## config.mk

```make
export PLATFORM = sky130hd
export DESIGN_NAME = ppcl_loader
export DESIGN_NICKNAME = d
export VERILOG_FILES = /design/src/rtl/ppcl_pkg.sv /design/src/rtl/ppcl_loader.sv
export SDC_FILE = /design/constraint.sdc
export NUM_CORES = 1
export LEC_CHECK = 0
export ABC_AREA = 1
export BUFFER_PORTS_ARGS = -buffer_cell sky130_fd_sc_hd__clkbuf_2
export CAP_MARGIN = 10
export CORE_AREA = 4 4 253 255
export CTS_CLUSTER_DIAMETER = 60
export DETAILED_ROUTE_END_ITERATION = 10
export DIE_AREA = 0 0 257 259
export MAX_ROUTING_LAYER = met4
export PLACE_DENSITY = 0.61
export SYNTH_ARGS = -nofsm -noshare
export SYNTH_HDL_FRONTEND = slang
export SYNTH_SLANG_ARGS = --single-unit
```

## constraint.sdc

```tcl
create_clock -name clock -period 39.3 [get_ports clock]
set_clock_uncertainty 0.2 [all_clocks]
set_input_delay 7.86 -clock clock [delete_from_list [all_inputs] [get_ports clock]]
set_output_delay 7.86 -clock clock [all_outputs]
set_load 0.03 [all_outputs]
```

## src/rtl/ppcl_pkg.sv

```systemverilog
// ****************************************************************
// Loader constants
// ****************************************************************
package ppcl_pkg;

  // Clock period of the loader
  localparam int unsigned CLK_PERIOD_NS = 100;

  // Register byte offsets
  localparam logic [7:0] REG_CTRL = 8'h00;
  localparam logic [7:0] REG_EXP_WORDS = 8'h04;
  localparam logic [7:0] REG_EXP_CHECK = 8'h08;
  localparam logic [7:0] REG_KEY = 8'h0C;
  localparam logic [7:0] REG_STATUS = 8'h10;
  localparam logic [7:0] REG_WORD_COUNT = 8'h14;
  localparam logic [7:0] REG_LAST_WORD = 8'h18;

  // Control field positions
  localparam int unsigned CTRL_WIDTH_LSB = 0;
  localparam int unsigned CTRL_DECOMP_BIT = 2;
  localparam int unsigned CTRL_SECURE_BIT = 3;
  localparam int unsigned CTRL_USRCLK_BIT = 4;
  localparam int unsigned CTRL_INITDONE_BIT = 5;
  localparam logic [5:0] CTRL_RESET = 6'h00;

  // Width mode encodings
  localparam logic [1:0] WIDTH_8 = 2'h0;
  localparam logic [1:0] WIDTH_16 = 2'h1;
  localparam logic [1:0] WIDTH_32 = 2'h2;

  // Status field positions
  localparam int unsigned STAT_STATE_LSB = 0;
  localparam int unsigned STAT_ERROR_BIT = 3;
  localparam int unsigned STAT_RATIO_LSB = 4;

  // Times in their own units
  localparam int unsigned STATUS_MIN_US = 268;
  localparam int unsigned INIT_OSC_MIN_US = 175;
  localparam int unsigned CFG_CLK_MAX_PERIOD_NS = 10;
  localparam int unsigned CU_PERIODS = 4;
  localparam int unsigned USER_INIT_PERIODS = 8576;
  localparam int unsigned DONE_FALL_EDGES = 2;

  // Derived cycle counts, least times rounded up
  localparam int unsigned STATUS_MIN_CYC = (STATUS_MIN_US * 1000 + CLK_PERIOD_NS - 1)
                                           / CLK_PERIOD_NS;
  localparam int unsigned INIT_OSC_CYC = (INIT_OSC_MIN_US * 1000 + CLK_PERIOD_NS - 1)
                                         / CLK_PERIOD_NS;
  localparam int unsigned CU_CYC_RAW = (CU_PERIODS * CFG_CLK_MAX_PERIOD_NS + CLK_PERIOD_NS - 1)
                                       / CLK_PERIOD_NS;
  localparam int unsigned CU_CYC = (CU_CYC_RAW < 1) ? 1 : CU_CYC_RAW;

  // Loader states, Gray along the usual path
  typedef enum logic [2:0] {
    PPCL_POR = 3'h0,
    PPCL_CLEAR = 3'h1,
    PPCL_LOAD = 3'h3,
    PPCL_DONE = 3'h2,
    PPCL_INIT = 3'h6,
    PPCL_USER = 3'h7,
    PPCL_ERROR = 3'h5
  } ppcl_state_t;

endpackage

```

## src/rtl/ppcl_loader.sv

```systemverilog
`timescale 1ns/1ps
`default_nettype none

module ppcl_loader #(
  parameter int unsigned POR_CYCLES = ppcl_pkg::STATUS_MIN_CYC
) (
  input wire logic clock,
  input wire logic rst_n,
  // Classic Wishbone slave
  input wire logic wb_cyc_i,
  input wire logic wb_stb_i,
  input wire logic wb_we_i,
  input wire logic [7:0] wb_adr_i,
  input wire logic [3:0] wb_sel_i,
  input wire logic [31:0] wb_dat_i,
  output logic [31:0] wb_dat_o,
  output logic wb_ack_o,
  // Configuration pins
  input wire logic config_clock,
  input wire logic [31:0] config_data,
  input wire logic reload_request_n,
  input wire logic loader_status_n_in,
  output logic loader_status_n_out,
  output logic loader_status_n_oe,
  output logic load_complete,
  input wire logic user_init_clock,
  output logic init_done_out,
  output logic init_done_oe,
  // Processed configuration words
  output logic [31:0] cfg_word,
  output logic cfg_word_valid
);

  // ****************************************************************
  // Helper functions
  // ****************************************************************

  // Settled level: change counts when last two stages agree
  function automatic logic settle(input logic stable, input logic s2, input logic s3);
    settle = (s2 == s3) ? s3 : stable;
  endfunction

  // Clocks per word from width, decompression, security
  function automatic logic [3:0] ratio_f(input logic [1:0] width, input logic decomp,
                                         input logic secure);
    case (width)
      ppcl_pkg::WIDTH_8: ratio_f = decomp ? 4'h2 : 4'h1;
      ppcl_pkg::WIDTH_16: ratio_f = decomp ? 4'h4 : (secure ? 4'h2 : 4'h1);
      default: ratio_f = decomp ? 4'h8 : (secure ? 4'h4 : 4'h1);
    endcase
  endfunction

  // Lane mask for the chosen width
  function automatic logic [31:0] lanes_f(input logic [1:0] width);
    case (width)
      ppcl_pkg::WIDTH_8: lanes_f = 32'h0000_00FF;
      ppcl_pkg::WIDTH_16: lanes_f = 32'h0000_FFFF;
      default: lanes_f = 32'hFFFF_FFFF;
    endcase
  endfunction

  // ****************************************************************
  // Reset release and pin synchronisers
  // ****************************************************************

  logic [1:0] rst_sync_q; // Reset release chain
  logic rst_sync_n; // Released reset copy

  // Two-flop reset release
  always_ff @(posedge clock or negedge rst_n) begin
    if (!rst_n) begin
      rst_sync_q <= 2'h0;
    end else begin
      rst_sync_q <= {rst_sync_q[0], 1'b1};
    end
  end
  assign rst_sync_n = rst_sync_q[1];

  logic [2:0] cclk_s_q; // Config clock stages
  logic [2:0] uclk_s_q; // User clock stages
  logic [2:0] req_s_q; // Request stages
  logic [2:0] stat_s_q; // Status input stages
  logic [31:0] data_s1_q; // Data stage one
  logic [31:0] data_s2_q; // Data stage two
  logic [31:0] data_s3_q; // Data stage three, aligned with clock

  // Three-stage synchronisers
  always_ff @(posedge clock or negedge rst_sync_n) begin
    if (!rst_sync_n) begin
      cclk_s_q <= 3'h0;
      uclk_s_q <= 3'h0;
      req_s_q <= 3'h7;
      stat_s_q <= 3'h0;
      data_s1_q <= 32'h0000_0000;
      data_s2_q <= 32'h0000_0000;
      data_s3_q <= 32'h0000_0000;
    end else begin
      cclk_s_q <= {cclk_s_q[1:0], config_clock};
      uclk_s_q <= {uclk_s_q[1:0], user_init_clock};
      req_s_q <= {req_s_q[1:0], reload_request_n};
      stat_s_q <= {stat_s_q[1:0], loader_status_n_in};
      data_s1_q <= config_data;
      data_s2_q <= data_s1_q;
      data_s3_q <= data_s2_q;
    end
  end

  logic cclk_q; // Settled config clock
  logic uclk_q; // Settled user clock
  logic req_q; // Settled request level
  logic stat_q; // Settled status level
  logic cclk_d;
  logic uclk_d;
  logic req_d;
  logic stat_d;

  assign cclk_d = settle(cclk_q, cclk_s_q[1], cclk_s_q[2]);
  assign uclk_d = settle(uclk_q, uclk_s_q[1], uclk_s_q[2]);
  assign req_d = settle(req_q, req_s_q[1], req_s_q[2]);
  assign stat_d = settle(stat_q, stat_s_q[1], stat_s_q[2]);

  // Settled levels
  always_ff @(posedge clock or negedge rst_sync_n) begin
    if (!rst_sync_n) begin
      cclk_q <= 1'b0;
      uclk_q <= 1'b0;
      req_q <= 1'b1;
      stat_q <= 1'b0;
    end else begin
      cclk_q <= cclk_d;
      uclk_q <= uclk_d;
      req_q <= req_d;
      stat_q <= stat_d;
    end
  end

  logic cclk_rise; // Config clock rising edge seen
  logic cclk_fall; // Config clock falling edge seen
  logic uclk_rise; // User clock rising edge seen
  logic req_fall; // Request went low

  assign cclk_rise = cclk_d & ~cclk_q;
  assign cclk_fall = ~cclk_d & cclk_q;
  assign uclk_rise = uclk_d & ~uclk_q;
  assign req_fall = ~req_d & req_q;

  // ****************************************************************
  // Register file
  // ****************************************************************

  logic [5:0] ctrl_q; // Control fields
  logic [31:0] exp_words_q; // Image length in words
  logic [31:0] exp_check_q; // Expected XOR of raw words
  logic [31:0] key_q; // Decryption key
  logic [31:0] count_q; // Words accepted
  logic [31:0] check_q; // Running XOR of raw words
  logic [31:0] last_word_q; // Last processed word
  logic error_q; // Image check failed
  logic [3:0] ratio_q; // Ratio fixed at load start
  logic wb_req; // New bus request
  ppcl_pkg::ppcl_state_t state_q; // Loader state

  assign wb_req = wb_cyc_i & wb_stb_i & ~wb_ack_o;

  // Register writes, byte lanes honoured on wide registers
  always_ff @(posedge clock or negedge rst_sync_n) begin
    if (!rst_sync_n) begin
      ctrl_q <= ppcl_pkg::CTRL_RESET;
      exp_words_q <= 32'h0000_0000;
      exp_check_q <= 32'h0000_0000;
      key_q <= 32'h0000_0000;
    end else if (wb_req && wb_we_i) begin
      for (int i = 0; i < 4; i++) begin
        if (wb_sel_i[i]) begin
          case (wb_adr_i)
            ppcl_pkg::REG_EXP_WORDS: exp_words_q[i*8 +: 8] <= wb_dat_i[i*8 +: 8];
            ppcl_pkg::REG_EXP_CHECK: exp_check_q[i*8 +: 8] <= wb_dat_i[i*8 +: 8];
            ppcl_pkg::REG_KEY: key_q[i*8 +: 8] <= wb_dat_i[i*8 +: 8];
            default: ;
          endcase
        end
      end
      if (wb_sel_i[0] && wb_adr_i == ppcl_pkg::REG_CTRL) begin
        ctrl_q <= wb_dat_i[5:0];
      end
    end
  end

  // Ack one cycle after request, dropped the cycle after
  always_ff @(posedge clock or negedge rst_sync_n) begin
    if (!rst_sync_n) begin
      wb_ack_o <= 1'b0;
      wb_dat_o <= 32'h0000_0000;
    end else begin
      wb_ack_o <= wb_req;
      if (wb_req && !wb_we_i) begin
        case (wb_adr_i)
          ppcl_pkg::REG_CTRL: wb_dat_o <= {26'h0, ctrl_q};
          ppcl_pkg::REG_EXP_WORDS: wb_dat_o <= exp_words_q;
          ppcl_pkg::REG_EXP_CHECK: wb_dat_o <= exp_check_q;
          ppcl_pkg::REG_KEY: wb_dat_o <= key_q;
          ppcl_pkg::REG_STATUS: wb_dat_o <= {24'h0, ratio_q, error_q, state_q};
          ppcl_pkg::REG_WORD_COUNT: wb_dat_o <= count_q;
          ppcl_pkg::REG_LAST_WORD: wb_dat_o <= last_word_q;
          // Unmapped reads return zero
          default: wb_dat_o <= 32'h0000_0000;
        endcase
      end
    end
  end

  // ****************************************************************
  // Word intake and processing
  // ****************************************************************

  logic [2:0] phase_q; // Edge position inside a word group
  logic [31:0] work_q; // Word being processed
  logic last_phase; // Edge ends the group
  logic load_edge; // Config clock edge counted in load

  assign load_edge = cclk_rise && state_q == ppcl_pkg::PPCL_LOAD && !error_q;
  assign last_phase = phase_q == 3'(ratio_q - 4'h1);

  always_ff @(posedge clock or negedge rst_sync_n) begin
    if (!rst_sync_n) begin
      phase_q <= 3'h0;
    end else if (state_q != ppcl_pkg::PPCL_LOAD) begin
      phase_q <= 3'h0;
    end else if (load_edge) begin
      phase_q <= last_phase ? 3'h0 : phase_q + 3'h1;
    end
  end

  logic [31:0] raw_word; // Sampled word on active lanes
  logic [31:0] step_word; // One processing round
  logic [31:0] src_word; // Word entering this round

  assign raw_word = data_s3_q & lanes_f(ctrl_q[ppcl_pkg::CTRL_WIDTH_LSB +: 2]);
  assign src_word = (phase_q == 3'h0) ? raw_word : work_q;

  // Decrypt by key, decompress by byte rotate
  always_comb begin
    step_word = src_word;
    if (ctrl_q[ppcl_pkg::CTRL_SECURE_BIT]) begin
      step_word = step_word ^ key_q;
    end
    if (ctrl_q[ppcl_pkg::CTRL_DECOMP_BIT]) begin
      step_word = {step_word[23:0], step_word[31:24]};
    end
  end

  // Word latched on rising config clock edge
  always_ff @(posedge clock or negedge rst_sync_n) begin
    if (!rst_sync_n) begin
      work_q <= 32'h0000_0000;
      count_q <= 32'h0000_0000;
      check_q <= 32'h0000_0000;
    end else if (req_fall) begin
      count_q <= 32'h0000_0000;
      check_q <= 32'h0000_0000;
    end else if (load_edge) begin
      // First edge loads the raw word, each later edge one round
      work_q <= (phase_q == 3'h0) ? raw_word : step_word;
      // New word only on first edge
      if (phase_q == 3'h0) begin
        count_q <= count_q + 32'h1;
        check_q <= check_q ^ raw_word;
      end
    end
  end

  // Processed word output on the group's last edge
  always_ff @(posedge clock or negedge rst_sync_n) begin
    if (!rst_sync_n) begin
      cfg_word <= 32'h0000_0000;
      cfg_word_valid <= 1'b0;
      last_word_q <= 32'h0000_0000;
    end else begin
      cfg_word_valid <= load_edge && last_phase;
      if (load_edge && last_phase) begin
        cfg_word <= ratio_q == 4'h1 ? raw_word : step_word;
        last_word_q <= ratio_q == 4'h1 ? raw_word : step_word;
      end
    end
  end

  // ****************************************************************
  // Sequence control
  // ****************************************************************

  logic [31:0] timer_q; // General cycle timer
  logic [13:0] edges_q; // Edge counter for done and init
  logic group_done; // Final group finished
  logic usr_wait_q; // User clock enable wait passed

  assign group_done = cfg_word_valid && count_q == exp_words_q;

  // Main state machine
  always_ff @(posedge clock or negedge rst_sync_n) begin
    if (!rst_sync_n) begin
      state_q <= ppcl_pkg::PPCL_POR;
      timer_q <= 32'h0000_0000;
      edges_q <= 14'h0000;
      error_q <= 1'b0;
      usr_wait_q <= 1'b0;
      ratio_q <= 4'h1;
    end else if (req_fall) begin
      state_q <= ppcl_pkg::PPCL_CLEAR;
      timer_q <= 32'h0000_0000;
      error_q <= 1'b0;
    end else begin
      case (state_q)
        ppcl_pkg::PPCL_POR: begin
          timer_q <= timer_q + 32'h1;
          if (timer_q >= POR_CYCLES - 1) begin
            state_q <= ppcl_pkg::PPCL_CLEAR;
            timer_q <= 32'h0000_0000;
          end
        end
        // Status low at least 268 us
        ppcl_pkg::PPCL_CLEAR: begin
          if (timer_q < ppcl_pkg::STATUS_MIN_CYC) begin
            timer_q <= timer_q + 32'h1;
          end
          if (timer_q >= ppcl_pkg::STATUS_MIN_CYC - 1 && req_q) begin
            state_q <= ppcl_pkg::PPCL_LOAD;
            ratio_q <= ratio_f(ctrl_q[ppcl_pkg::CTRL_WIDTH_LSB +: 2],
                               ctrl_q[ppcl_pkg::CTRL_DECOMP_BIT],
                               ctrl_q[ppcl_pkg::CTRL_SECURE_BIT]);
          end
        end
        ppcl_pkg::PPCL_LOAD: begin
          edges_q <= 14'h0000;
          if (group_done) begin
            if (check_q == exp_check_q) begin
              state_q <= ppcl_pkg::PPCL_DONE;
            end else begin
              state_q <= ppcl_pkg::PPCL_ERROR;
              error_q <= 1'b1;
            end
          end
        end
        ppcl_pkg::PPCL_DONE: begin
          if (cclk_fall) begin
            edges_q <= edges_q + 14'h1;
          end
          if (edges_q == 14'(ppcl_pkg::DONE_FALL_EDGES)) begin
            state_q <= ppcl_pkg::PPCL_INIT;
            edges_q <= 14'h0000;
            timer_q <= 32'h0000_0000;
            usr_wait_q <= 1'b0;
          end
        end
        ppcl_pkg::PPCL_INIT: begin
          timer_q <= timer_q + 32'h1;
          if (ctrl_q[ppcl_pkg::CTRL_USRCLK_BIT]) begin
            // Enable user clock, count 8576 periods
            if (timer_q >= ppcl_pkg::CU_CYC - 1) begin
              usr_wait_q <= 1'b1;
            end
            if (usr_wait_q && uclk_rise) begin
              edges_q <= edges_q + 14'h1;
            end
            if (edges_q == 14'(ppcl_pkg::USER_INIT_PERIODS)) begin
              state_q <= ppcl_pkg::PPCL_USER;
            end
          end else if (timer_q >= ppcl_pkg::INIT_OSC_CYC - 1) begin
            state_q <= ppcl_pkg::PPCL_USER;
          end
        end
        // User mode and error wait for a new request
        ppcl_pkg::PPCL_USER: ;
        ppcl_pkg::PPCL_ERROR: ;
        default: state_q <= ppcl_pkg::PPCL_POR;
      endcase
    end
  end

  // ****************************************************************
  // Pin drivers
  // ****************************************************************

  logic status_low; // Loader pulls status low
  logic complete; // Image accepted

  // Status low in power-up, clear and error states, and on request fall
  assign status_low = state_q == ppcl_pkg::PPCL_POR || state_q == ppcl_pkg::PPCL_CLEAR
                      || state_q == ppcl_pkg::PPCL_ERROR || req_fall;
  assign complete = state_q == ppcl_pkg::PPCL_DONE || state_q == ppcl_pkg::PPCL_INIT
                    || state_q == ppcl_pkg::PPCL_USER;

  // Registered pin levels
  always_ff @(posedge clock or negedge rst_sync_n) begin
    if (!rst_sync_n) begin
      loader_status_n_oe <= 1'b1;
      load_complete <= 1'b0;
      init_done_oe <= 1'b0;
      init_done_out <= 1'b0;
    end else begin
      loader_status_n_oe <= status_low;
      load_complete <= complete && !req_fall;
      // Init done low until user mode
      init_done_oe <= ctrl_q[ppcl_pkg::CTRL_INITDONE_BIT] && (complete && !req_fall);
      init_done_out <= state_q == ppcl_pkg::PPCL_USER && !req_fall;
    end
  end

  // Open-drain status pin only ever pulls low
  assign loader_status_n_out = 1'b0;

endmodule

`default_nettype wire

```

# After elaboration in Yosys (flattened, before gate mapping)
# Cells that the tools add are included.
dict set report classes {
  addsub 5
  n_mul 0
  div 0
  magnitude_cmp 4
  n_eq_ne 37
  shifts 0
  n_mux 53
  n_bitwise 15
  reduce_logical 54
}
# op n
set op_table {}
lappend op_table {{two-way mux 32 bit} 15}
lappend op_table {{case mux 32 bit (7 select lines)} 1}
lappend op_table {{case mux 32 bit (4 select lines)} 1}
lappend op_table {{adder 32 x 1 -> 32 bit (second input constant)} 2}
lappend op_table {{== test 32 bit} 2}
lappend op_table {{case mux 32 bit (2 select lines)} 1}
lappend op_table {{bitwise XOR 32 bit} 2}
lappend op_table {{two-way mux 14 bit} 4}
lappend op_table {{AND reduction 3 bit} 15}
lappend op_table {{two-way mux 3 bit} 14}
lappend op_table {{case mux 14 bit (3 select lines)} 1}
lappend op_table {{AND 32 bit} 1}
lappend op_table {{greater-or-equal comparator 32 x 1 -> 1 bit (second input constant)} 1}
lappend op_table {{greater-or-equal comparator 32 x 11 -> 1 bit (second input constant)} 1}
lappend op_table {{greater-or-equal comparator 32 x 12 -> 1 bit (second input constant)} 1}
lappend op_table {{< comparator 32 x 12 -> 1 bit (second input constant)} 1}
lappend op_table {{== test 8 x 5 -> 1 bit (second input constant)} 3}
lappend op_table {{!= test 3 bit (second input constant)} 6}
lappend op_table {{case mux 3 bit (6 select lines)} 1}
lappend op_table {{== test 8 x 4 -> 1 bit (second input constant)} 2}
lappend op_table {{adder 14 x 1 -> 14 bit (second input constant)} 1}
lappend op_table {{== test 14 bit (second input constant)} 1}
lappend op_table {{== test 14 x 2 -> 1 bit (second input constant)} 1}
lappend op_table {{logical AND 1 bit} 12}
lappend op_table {{other kinds (33)} 78}
dict set report totals {
  regBits 436
  latch_bits 0
  ramBits 0
  rom_bits 0
  inputBits 85
  word_cells 209
  mem_count 0
}

# Longest topological paths before layout
# Gate-level depths: netlist of run 1.
dict set report logic_depth {
  ltp_word 8
  ltp_mapped 17
  mapped_depth_nobuf 17
}

# Least setup slack after synthesis of run 1
# No wires, ideal clock.
dict set report synth_timing {
  kind {input port to flip-flop}
  from {input wb_adr_i[1]}
  to {register exp_words_q[5]}
  setup_ps 126
  arrival_ps 9047
  t_required_ps 38974
  setup_slack_ps 29927
  cell_stages 10
  n_path_buf 2
  path_cell_list {nor2_2 > nand2_1 > nor2_2 > nand2_1 > inv_1 > buf_4 > nand2_1 > buf_2 > nand2_1 > o21ai_0}
}
dict set report synth_via {
  elab_chain_len 2
}
# element line_no
set synth_lines {}
lappend synth_lines {{start, declared} ppcl_loader.sv:13} ;# input wire logic [7:0] wb_adr_i,
lappend synth_lines {{== test 8 x 3 -> 1 bit} ppcl_loader.sv:175} ;# case (wb_adr_i)
lappend synth_lines {{AND reduction 3 bit (no line)} -}
lappend synth_lines {{end signal, assigned by index} ppcl_loader.sv:176} ;# ppcl_pkg::REG_EXP_WORDS: exp_words_q[i*8 +: 8] <= wb_dat_i[i*8 +: 8];
lappend synth_lines {{end, declared} ppcl_loader.sv:152} ;# logic [31:0] exp_words_q;
# Every way passes these cells.
# A chain may end at the register's enable or synchronous reset.

# Worst setup path in the final report of run 1
dict set report layout_timing {
  from {input wb_adr_i[1]}
  to {register exp_words_q[31]}
}
# The elaborated chain is that of the path after synthesis.

==> implementation parameters, run 1 <==
Parameter                              Value

Yosys
  Share of synthesized area spent on multiplexers    0.00373
  Count of yosys warnings during synthesis    0
  Number of distinct library cells after synthesis    54
  Xor and xnor fraction of the mapped netlist area    0.0469
  Number of nets in the synthesized netlist    2739
  Fraction of the mapped netlist area in adder cells    0.00687
  Basic-gate share of the synthesized area counting and, or, nand and nor cells    0.230
  Average size of a mapped cell    8.13 um2
  Prevailing post-synth register cell    sky130_fd_sc_hd__dfrtp_1
  Sequential fraction of the synthesis area    0.508
  Synth Register Bits    436
  Number of flops mapped to enable cells by yosys    0
  Fraction of synthesis flops using an asynchronous set or reset pin    1.00
  Share of the synthesized area in compound gates (AO/OA/AOI/OAI)    0.132
  Combinational family with the most area after synthesis    simple AND/OR/NAND/NOR gates
  Post-synthesis instance area    0.0215 mm2
  Number of instances in the synthesized netlist    2643

GRT
  Total congestion overflow    0
  Number of antenna violations at the first check in global routing    0
  Via count of the first global-routing pass    17000
  Wire length of the first global-routing pass    102000 um
  Total GRT Usage    0.201
  Largest net degree at the start of global routing    191

Route
  Average detailed-routed wire length per instance    18.2 um
  Number of DRC markers after the initial detailed-route iteration    1741
  DRC violations left    0
  First drt pass iteration count    7
  Number of routed nets with antenna violations    0
  Detailed Route WL    66500 um
  Vias per cell    5.02
  Total vias in the final route    18300

Timing
  Post-layout min period    9860 ps
  RSZ-0062 raised after global routing    no
  Ratio of final minimum period to clock period    0.251
  Count of final setup violators    0
  Slew Limit Headroom    0.256
  Final number of hold-violating endpoints    0
  Tightest Pin Transition    1120 ps
  FMAX    101 MHz
  Final slew viol count    0
  Sum of negative setup slack    0 ps

Clock network
  Sink count of the clock tree    436
  Maximum root-to-sink buffer count    3
  Setup repair bufs after CTS    0
  Hold-fix buffers at CTS    0
  Clock tree from TritonCTS    yes
  Insertion delay to the later sink of the worst-skew pair    600 ps
  Clock input transition at the sequential cells of the worst setup and hold paths    60 ps
  Number of H-tree branching levels    2
  Clock root cell    sky130_fd_sc_hd__clkbuf_16
  Number of buffers created by CTS    52
  Number of resized instances in the post-cts repair step    0

Power
  Part of the power in the clock network    0.395
  Internal power    0.859 mW
  Total design power    1.27 mW
  Net Sw Power    0.414 mW
  Worst IR Drop VDD    0.0000346 V
  Fraction of power consumed by combinational cells    0.190
  Leak    11.4 nW
  Net switching fraction of the power    0.325
  Share of total power in sequential cells    0.415
  Power per unit of standard cell area    51.3 mW/mm2

Placed design
  Number of port buffers    153
  Total half-perimeter wirelength after legalization and detailed placement    47800 um
  Routability Congestion    0.938

Min path
  Sink of the worst hold path    data_s3_q[21]$_DFF_PN0_
  Hold wc startpoint    data_s2_q[21]$_DFF_PN0_
  Cell depth of the worst min-delay path    0
  Type of the worst min-delay path    register to register

Floorplanning
  Total number of placement rows    91
  Initial core utilization    0.349
  Area enclosed by the die boundary    0.0666 mm2
  Area of the core    0.0616 mm2
  IO Pins    156
  Die Height    259 um
  Width of the die    257 um

Layout
  Most frequent cells in the layout    sky130_fd_sc_hd__nand2_1, sky130_fd_sc_hd__dfrtp_1, sky130_fd_sc_hd__inv_1
  Commonest non-fill, non-tap cell in the layout    sky130_fd_sc_hd__nand2_1
  Multi-input gate area in the final layout    0.00904 mm2
  Final net count    2862
  Fraction of final layout cells with drive strength greater than 1    0.109
  Antenna Diode Count    0
  Register cell area after layout    0.0109 mm2
  Number of inserted filler cells in the final layout    6272
  Synthesis-to-layout area growth    15.5%

Run
  Number of maximum-capacitance violations    0

Setup path
  Worst R2R Start    phase_q[0]$_DFFE_PN0P_
  Worst-case register-to-register setup slack    35400 ps
  Category of the worst setup path capture point    register
  Capture point of the worst reg-to-reg path    count_q[25]$_DFFE_PN0P_
  CP Data Required Time    39560 ps
  Depth of the worst register-to-register path    13
  Crit Path Max Fanout    22
  Type of the worst setup path    input port to register
  Critical path arrival    10120 ps
  CP Launch Type    input port

Status
  Status    completed
[synthesized netlist by cell type (all sizes together) (3+ instances only)]
library cell / instances / area, um2
nor3: 77 / 423
o2111ai: 3 / 26.3
a21oi: 83 / 415
o211ai: 5 / 37.5
ha: 11 / 138
buf: 48 / 268
clkbuf: 58 / 218
dfstp: 6 / 158
dfrtp: 430 / 10800
a31oi: 50 / 313
nor2: 235 / 957
mux2i: 8 / 80.1
nand3: 89 / 473
xnor2: 41 / 359
a211oi: 25 / 188
nor4: 10 / 68.8
clkinv: 4 / 16.3
inv: 272 / 1030
nand2: 720 / 2710
o21ai: 273 / 1370
o21a: 4 / 30.0
nand4: 30 / 188
o22ai: 49 / 307
a22o: 6 / 52.6
xor2: 74 / 648
nor3b: 15 / 113
[flip-flops by register name, indices dropped and copies added (netlist names), 4 cells and up]
| name | cells |
|---|---|
| check_q | 32 |
| count_q | 32 |
| data_s1_q | 32 |
| data_s2_q | 32 |
| data_s3_q | 32 |
| exp_check_q | 32 |
| exp_words_q | 32 |
| key_q | 32 |
| last_word_q | 32 |
| timer_q | 32 |
| wb_dat_o | 32 |
| work_q | 32 |
| edges_q | 14 |
| ctrl_q | 6 |
| ratio_q | 4 |
[per-stage QoR]
step                std cells  hold slack [ps]  cell area, um2  utilization  setup WS (ps)
global route             3645              148           24800        0.403          29190
detailed placement       3549              135           23000        0.373          28820
CTS                      3645              138           24800        0.403          29430
floorplan                2643              131           21500            -          26060
global placement         3549              133           23000        0.373          28850
finish                   3645              140           24800        0.403          29440
[area by class of cell]
class	instances	area share
repair buffers	175	0.0380
clock inverters	21	0.0105
multi-input cells	1825	0.365
clock buffers	75	0.0621
inverters	276	0.0420
flip-flops and latches	436	0.440
well taps	837	0.0422
[worst max path at each step]
stage | slack [ps] | start | end | depth (start not counted)
after CTS | 29430 | wb_adr_i[1] | exp_words_q[31]$_DFFE_PN0P_ | 10
after global routing | 29190 | wb_adr_i[1] | exp_words_q[28]$_DFFE_PN0P_ | 9
final | 29440 | wb_adr_i[1] | exp_words_q[31]$_DFFE_PN0P_ | 10
after detailed placement | 28820 | wb_adr_i[1] | exp_words_q[31]$_DFFE_PN0P_ | 10
after floorplan | 26060 | rst_sync_q[1]$_DFF_PN0_ | cclk_q$_DFF_PN0_ | 0
after global placement | 28850 | wb_adr_i[1] | exp_words_q[25]$_DFFE_PN0P_ | 10
[worst max-delay path, cell delays in order]
cell and delay (ps):
sky130_fd_sc_hd__clkbuf_2 80, sky130_fd_sc_hd__nor2_2 190, sky130_fd_sc_hd__nand2_1 120, sky130_fd_sc_hd__nor2_2 280
sky130_fd_sc_hd__nand2_1 480, sky130_fd_sc_hd__inv_1 150, sky130_fd_sc_hd__buf_4 310, sky130_fd_sc_hd__nand2_1 380
sky130_fd_sc_hd__nand2_1 160, sky130_fd_sc_hd__o21ai_0 90
[routing by layer]
metal	GRT usage	wire, um	vias up
met1	0.279	29700	8659
li1	-	-	8884
met3	0.0369	4880	104
met2	0.300	29600	640
met5	-	0	-
met4	0.0635	2190	0
[power by group through the flow]
stage          combinational, mW  sequential [mW]  clock (mW)
6_report                   0.242            0.529       0.503
5_1_grt                    0.270            0.534       0.533
3_3_place_gp               0.241            0.535           0
4_1_cts                    0.243            0.528       0.512
2_1_floorplan              0.143            0.555           0
3_5_place_dp               0.242            0.536           0
[cell families (layout without fill, tap and decap cells)]
kind of cell,Yosys count,after routing
AND/OR/NAND/NOR,1178,1178
AO/OA/AOI/OAI,510,510
flip-flops,436,436
buffers and inverters,382,547
XOR/XNOR,115,115
adder cells (fa/ha/maj),12,12
multiplexers,8,8
other,2,2
(Power assumes the default switching activity.)
==> inputs of run 2 (changes only) <==
==> constraint.sdc (replaced) <==
create_clock -name clock -period 10.3 [get_ports clock]
set_clock_uncertainty 0.2 [all_clocks]
set_input_delay 2.06 -clock clock [delete_from_list [all_inputs] [get_ports clock]]
set_output_delay 2.06 -clock clock [all_outputs]
set_load 0.03 [all_outputs]
==> implementation parameters, run 2 (same netlist as run 1, synthesis figures left out) <==
Parameter                              Value

Route
  DRC violations left    0 (unchanged)
  Number of routed nets with antenna violations    0 (unchanged)
  Average detailed-routed wire length per instance    18.2 um (-0.10%)
  Detailed Route WL    66300 um (-0.16%)
  Vias per cell    5.03 (+0.31%)
  Total vias in the final route    18300 (+0.25%)
  First drt pass iteration count    5 (-2)
  Number of DRC markers after the initial detailed-route iteration    1557 (-11%)

Clock network
  Clock input transition at the sequential cells of the worst setup and hold paths    60 ps (about the same)
  Number of H-tree branching levels    2 (unchanged)
  Number of buffers created by CTS    53 (+1.9%)
  Insertion delay to the later sink of the worst-skew pair    610 ps (about the same)
  Setup repair bufs after CTS    0 (unchanged)
  Hold-fix buffers at CTS    0 (unchanged)
  Sink count of the clock tree    436 (unchanged)
  Maximum root-to-sink buffer count    3 (unchanged)
  Clock tree from TritonCTS    yes
  Clock root cell    sky130_fd_sc_hd__clkbuf_16
  Number of resized instances in the post-cts repair step    0 (unchanged)

Timing
  Final slew viol count    0 (unchanged)
  Tightest Pin Transition    1190 ps (+74.3 ps)
  Sum of negative setup slack    0 ps (unchanged)
  Final number of hold-violating endpoints    0 (unchanged)
  Slew Limit Headroom    0.205 (-0.0515)
  Worst hold slack    139 ps (-0.965 ps)
  FMAX    233 MHz
  RSZ-0062 raised after global routing    no
  Min setup slack post-route    6010 ps (-23430 ps)
  Ratio of final minimum period to clock period    0.417
  Post-layout min period    4290 ps
  Count of final setup violators    0 (unchanged)

Layout
  Final instance count without filler cells    3643 (-0.055%)
  Antenna Diode Count    0 (unchanged)
  Cell area after layout    0.0248 mm2 (+0.11%)
  Utilization after layout    0.403 (+0.000426)
  Commonest non-fill, non-tap cell in the layout    sky130_fd_sc_hd__nand2_1
  Most frequent cells in the layout    sky130_fd_sc_hd__nand2_1, sky130_fd_sc_hd__dfrtp_1, sky130_fd_sc_hd__inv_1
  Fraction of final layout cells with drive strength greater than 1    0.108 (-0.000991)
  Final net count    2861 (-0.035%)
  Number of inserted filler cells in the final layout    6181 (-1.5%)
  Synthesis-to-layout area growth    15.6%

Power
  Total design power    4.90 mW (+280%)
  Leak    11.4 nW (unchanged)
  Power per unit of standard cell area    197 mW/mm2 (+280%)
  Worst IR Drop VDD    0.000139 V (+300%)

GRT
  Largest net degree at the start of global routing    166 (-13%)
  Total GRT Usage    0.201 (about the same)
  Wire length of the first global-routing pass    102000 um (-0.24%)
  Grt peak-use layer    met2
  Met1 usage in global routing    0.274 (-0.00454)
  Number of antenna violations at the first check in global routing    0 (unchanged)
  Via count of the first global-routing pass    17200 (+1.4%)
  Total congestion overflow    0 (unchanged)
  Met2 usage in global routing    0.298 (-0.00201)
  Global-route track usage on met3    0.0388 (+0.00195)

Floorplanning
  Area of the core    0.0616 mm2 (unchanged)
  Total number of placement rows    91 (unchanged)
  Initial core utilization    0.349 (unchanged)
  IO Pins    156 (unchanged)
  Die Height    259 um (unchanged)
  Width of the die    257 um (unchanged)
  Area enclosed by the die boundary    0.0666 mm2 (unchanged)

Placed design
  Number of port buffers    153 (unchanged)
  Cell area after placement    0.0230 mm2 (about the same)
  Pre-CTS setup slack    5410 ps (-23410 ps)
  Routability Congestion    0.914 (-2.6%)
  Total half-perimeter wirelength after legalization and detailed placement    47900 um (+0.22%)
  Number of placed instances, taps included    3547 (-0.056%)

Setup path
  CP Data Required Time    10640 ps (-28920 ps)
  Capture point of the worst reg-to-reg path    last_word_q[28]$_DFFE_PN0P_
  CP Launch Type    input port
  Critical path arrival    4640 ps (-5480 ps)
  Crit Path Max Fanout    31 (+41%)
  Category of the worst setup path capture point    register
  Worst-case register-to-register setup slack    6850 ps (-28550 ps)
  Worst R2R Start    phase_q[0]$_DFFE_PN0P_
  Type of the worst setup path    input port to register
  Depth of the worst register-to-register path    13 (unchanged)

Min path
  Cell depth of the worst min-delay path    0 (unchanged)
  Sink of the worst hold path    data_s3_q[11]$_DFF_PN0_
  Type of the worst min-delay path    register to register
  Hold wc startpoint    data_s2_q[11]$_DFF_PN0_

Run
  Number of maximum-capacitance violations    0 (unchanged)

Status
  Status    completed
==> run 2: cell count changes in the layout (fill, tap and decap cells not counted), sizes merged <==
cell / previous run / this run
buf: 22 / 20
bufinv: 4 / 5
clkinvlp: 2 / 4
clkinv: 12 / 9
inv: 279 / 278
clkbuf: 228 / 229
==> run 2: routing by layer <==
metal | up-vias | part of all wire | wire length [um]
met4 | 0 | 0.040 | 2680
li1 | 8873 | - | -
met3 | 131 | 0.076 | 5050
met1 | 8652 | 0.44 | 29400
met2 | 677 | 0.44 | 29300
met5 | - | 0 | 0
==> run 2: worst max path at each step <==
stage	depth (start not counted)	to	from
after global placement	8	wb_dat_o[11]$_DFFE_PN0P_	wb_adr_i[7]
after detailed placement	8	wb_dat_o[11]$_DFFE_PN0P_	wb_adr_i[7]
after floorplan	0	cclk_q$_DFF_PN0_	rst_sync_q[1]$_DFF_PN0_
after CTS	8	wb_dat_o[11]$_DFFE_PN0P_	wb_adr_i[7]
after global routing	8	wb_dat_o[28]$_DFFE_PN0P_	wb_adr_i[7]
final	8	wb_dat_o[11]$_DFFE_PN0P_	wb_adr_i[7]
==> run 2: where the power goes <==
group | internal (mW) | switching [mW]
Clock | 1.18 | 0.770
Sequential | 1.89 | 0.133
Combinational | 0.247 | 0.679
==> run 2: worst max-delay path, cell delays in order <==
cell and delay [ps]:
sky130_fd_sc_hd__clkbuf_2 80, sky130_fd_sc_hd__nor2_1 130, sky130_fd_sc_hd__nand2_1 60, sky130_fd_sc_hd__nor2_1 520, sky130_fd_sc_hd__nand2_1 870, sky130_fd_sc_hd__o221ai_1 560, sky130_fd_sc_hd__o21ai_0 240, sky130_fd_sc_hd__nand2_1 100
==> run 2: layout make-up <==
cell class / count / area, um2 / share of cell area
Clock inverter: 20 / 287 / 0.0115
Timing Repair Buffer: 173 / 928 / 0.0374
Inverter: 276 / 1040 / 0.0420
Tap cell: 837 / 1050 / 0.0422
Multi-Input combinational cell: 1825 / 9040 / 0.364
Clock buffer: 76 / 1550 / 0.0626
Sequential cell: 436 / 10900 / 0.440
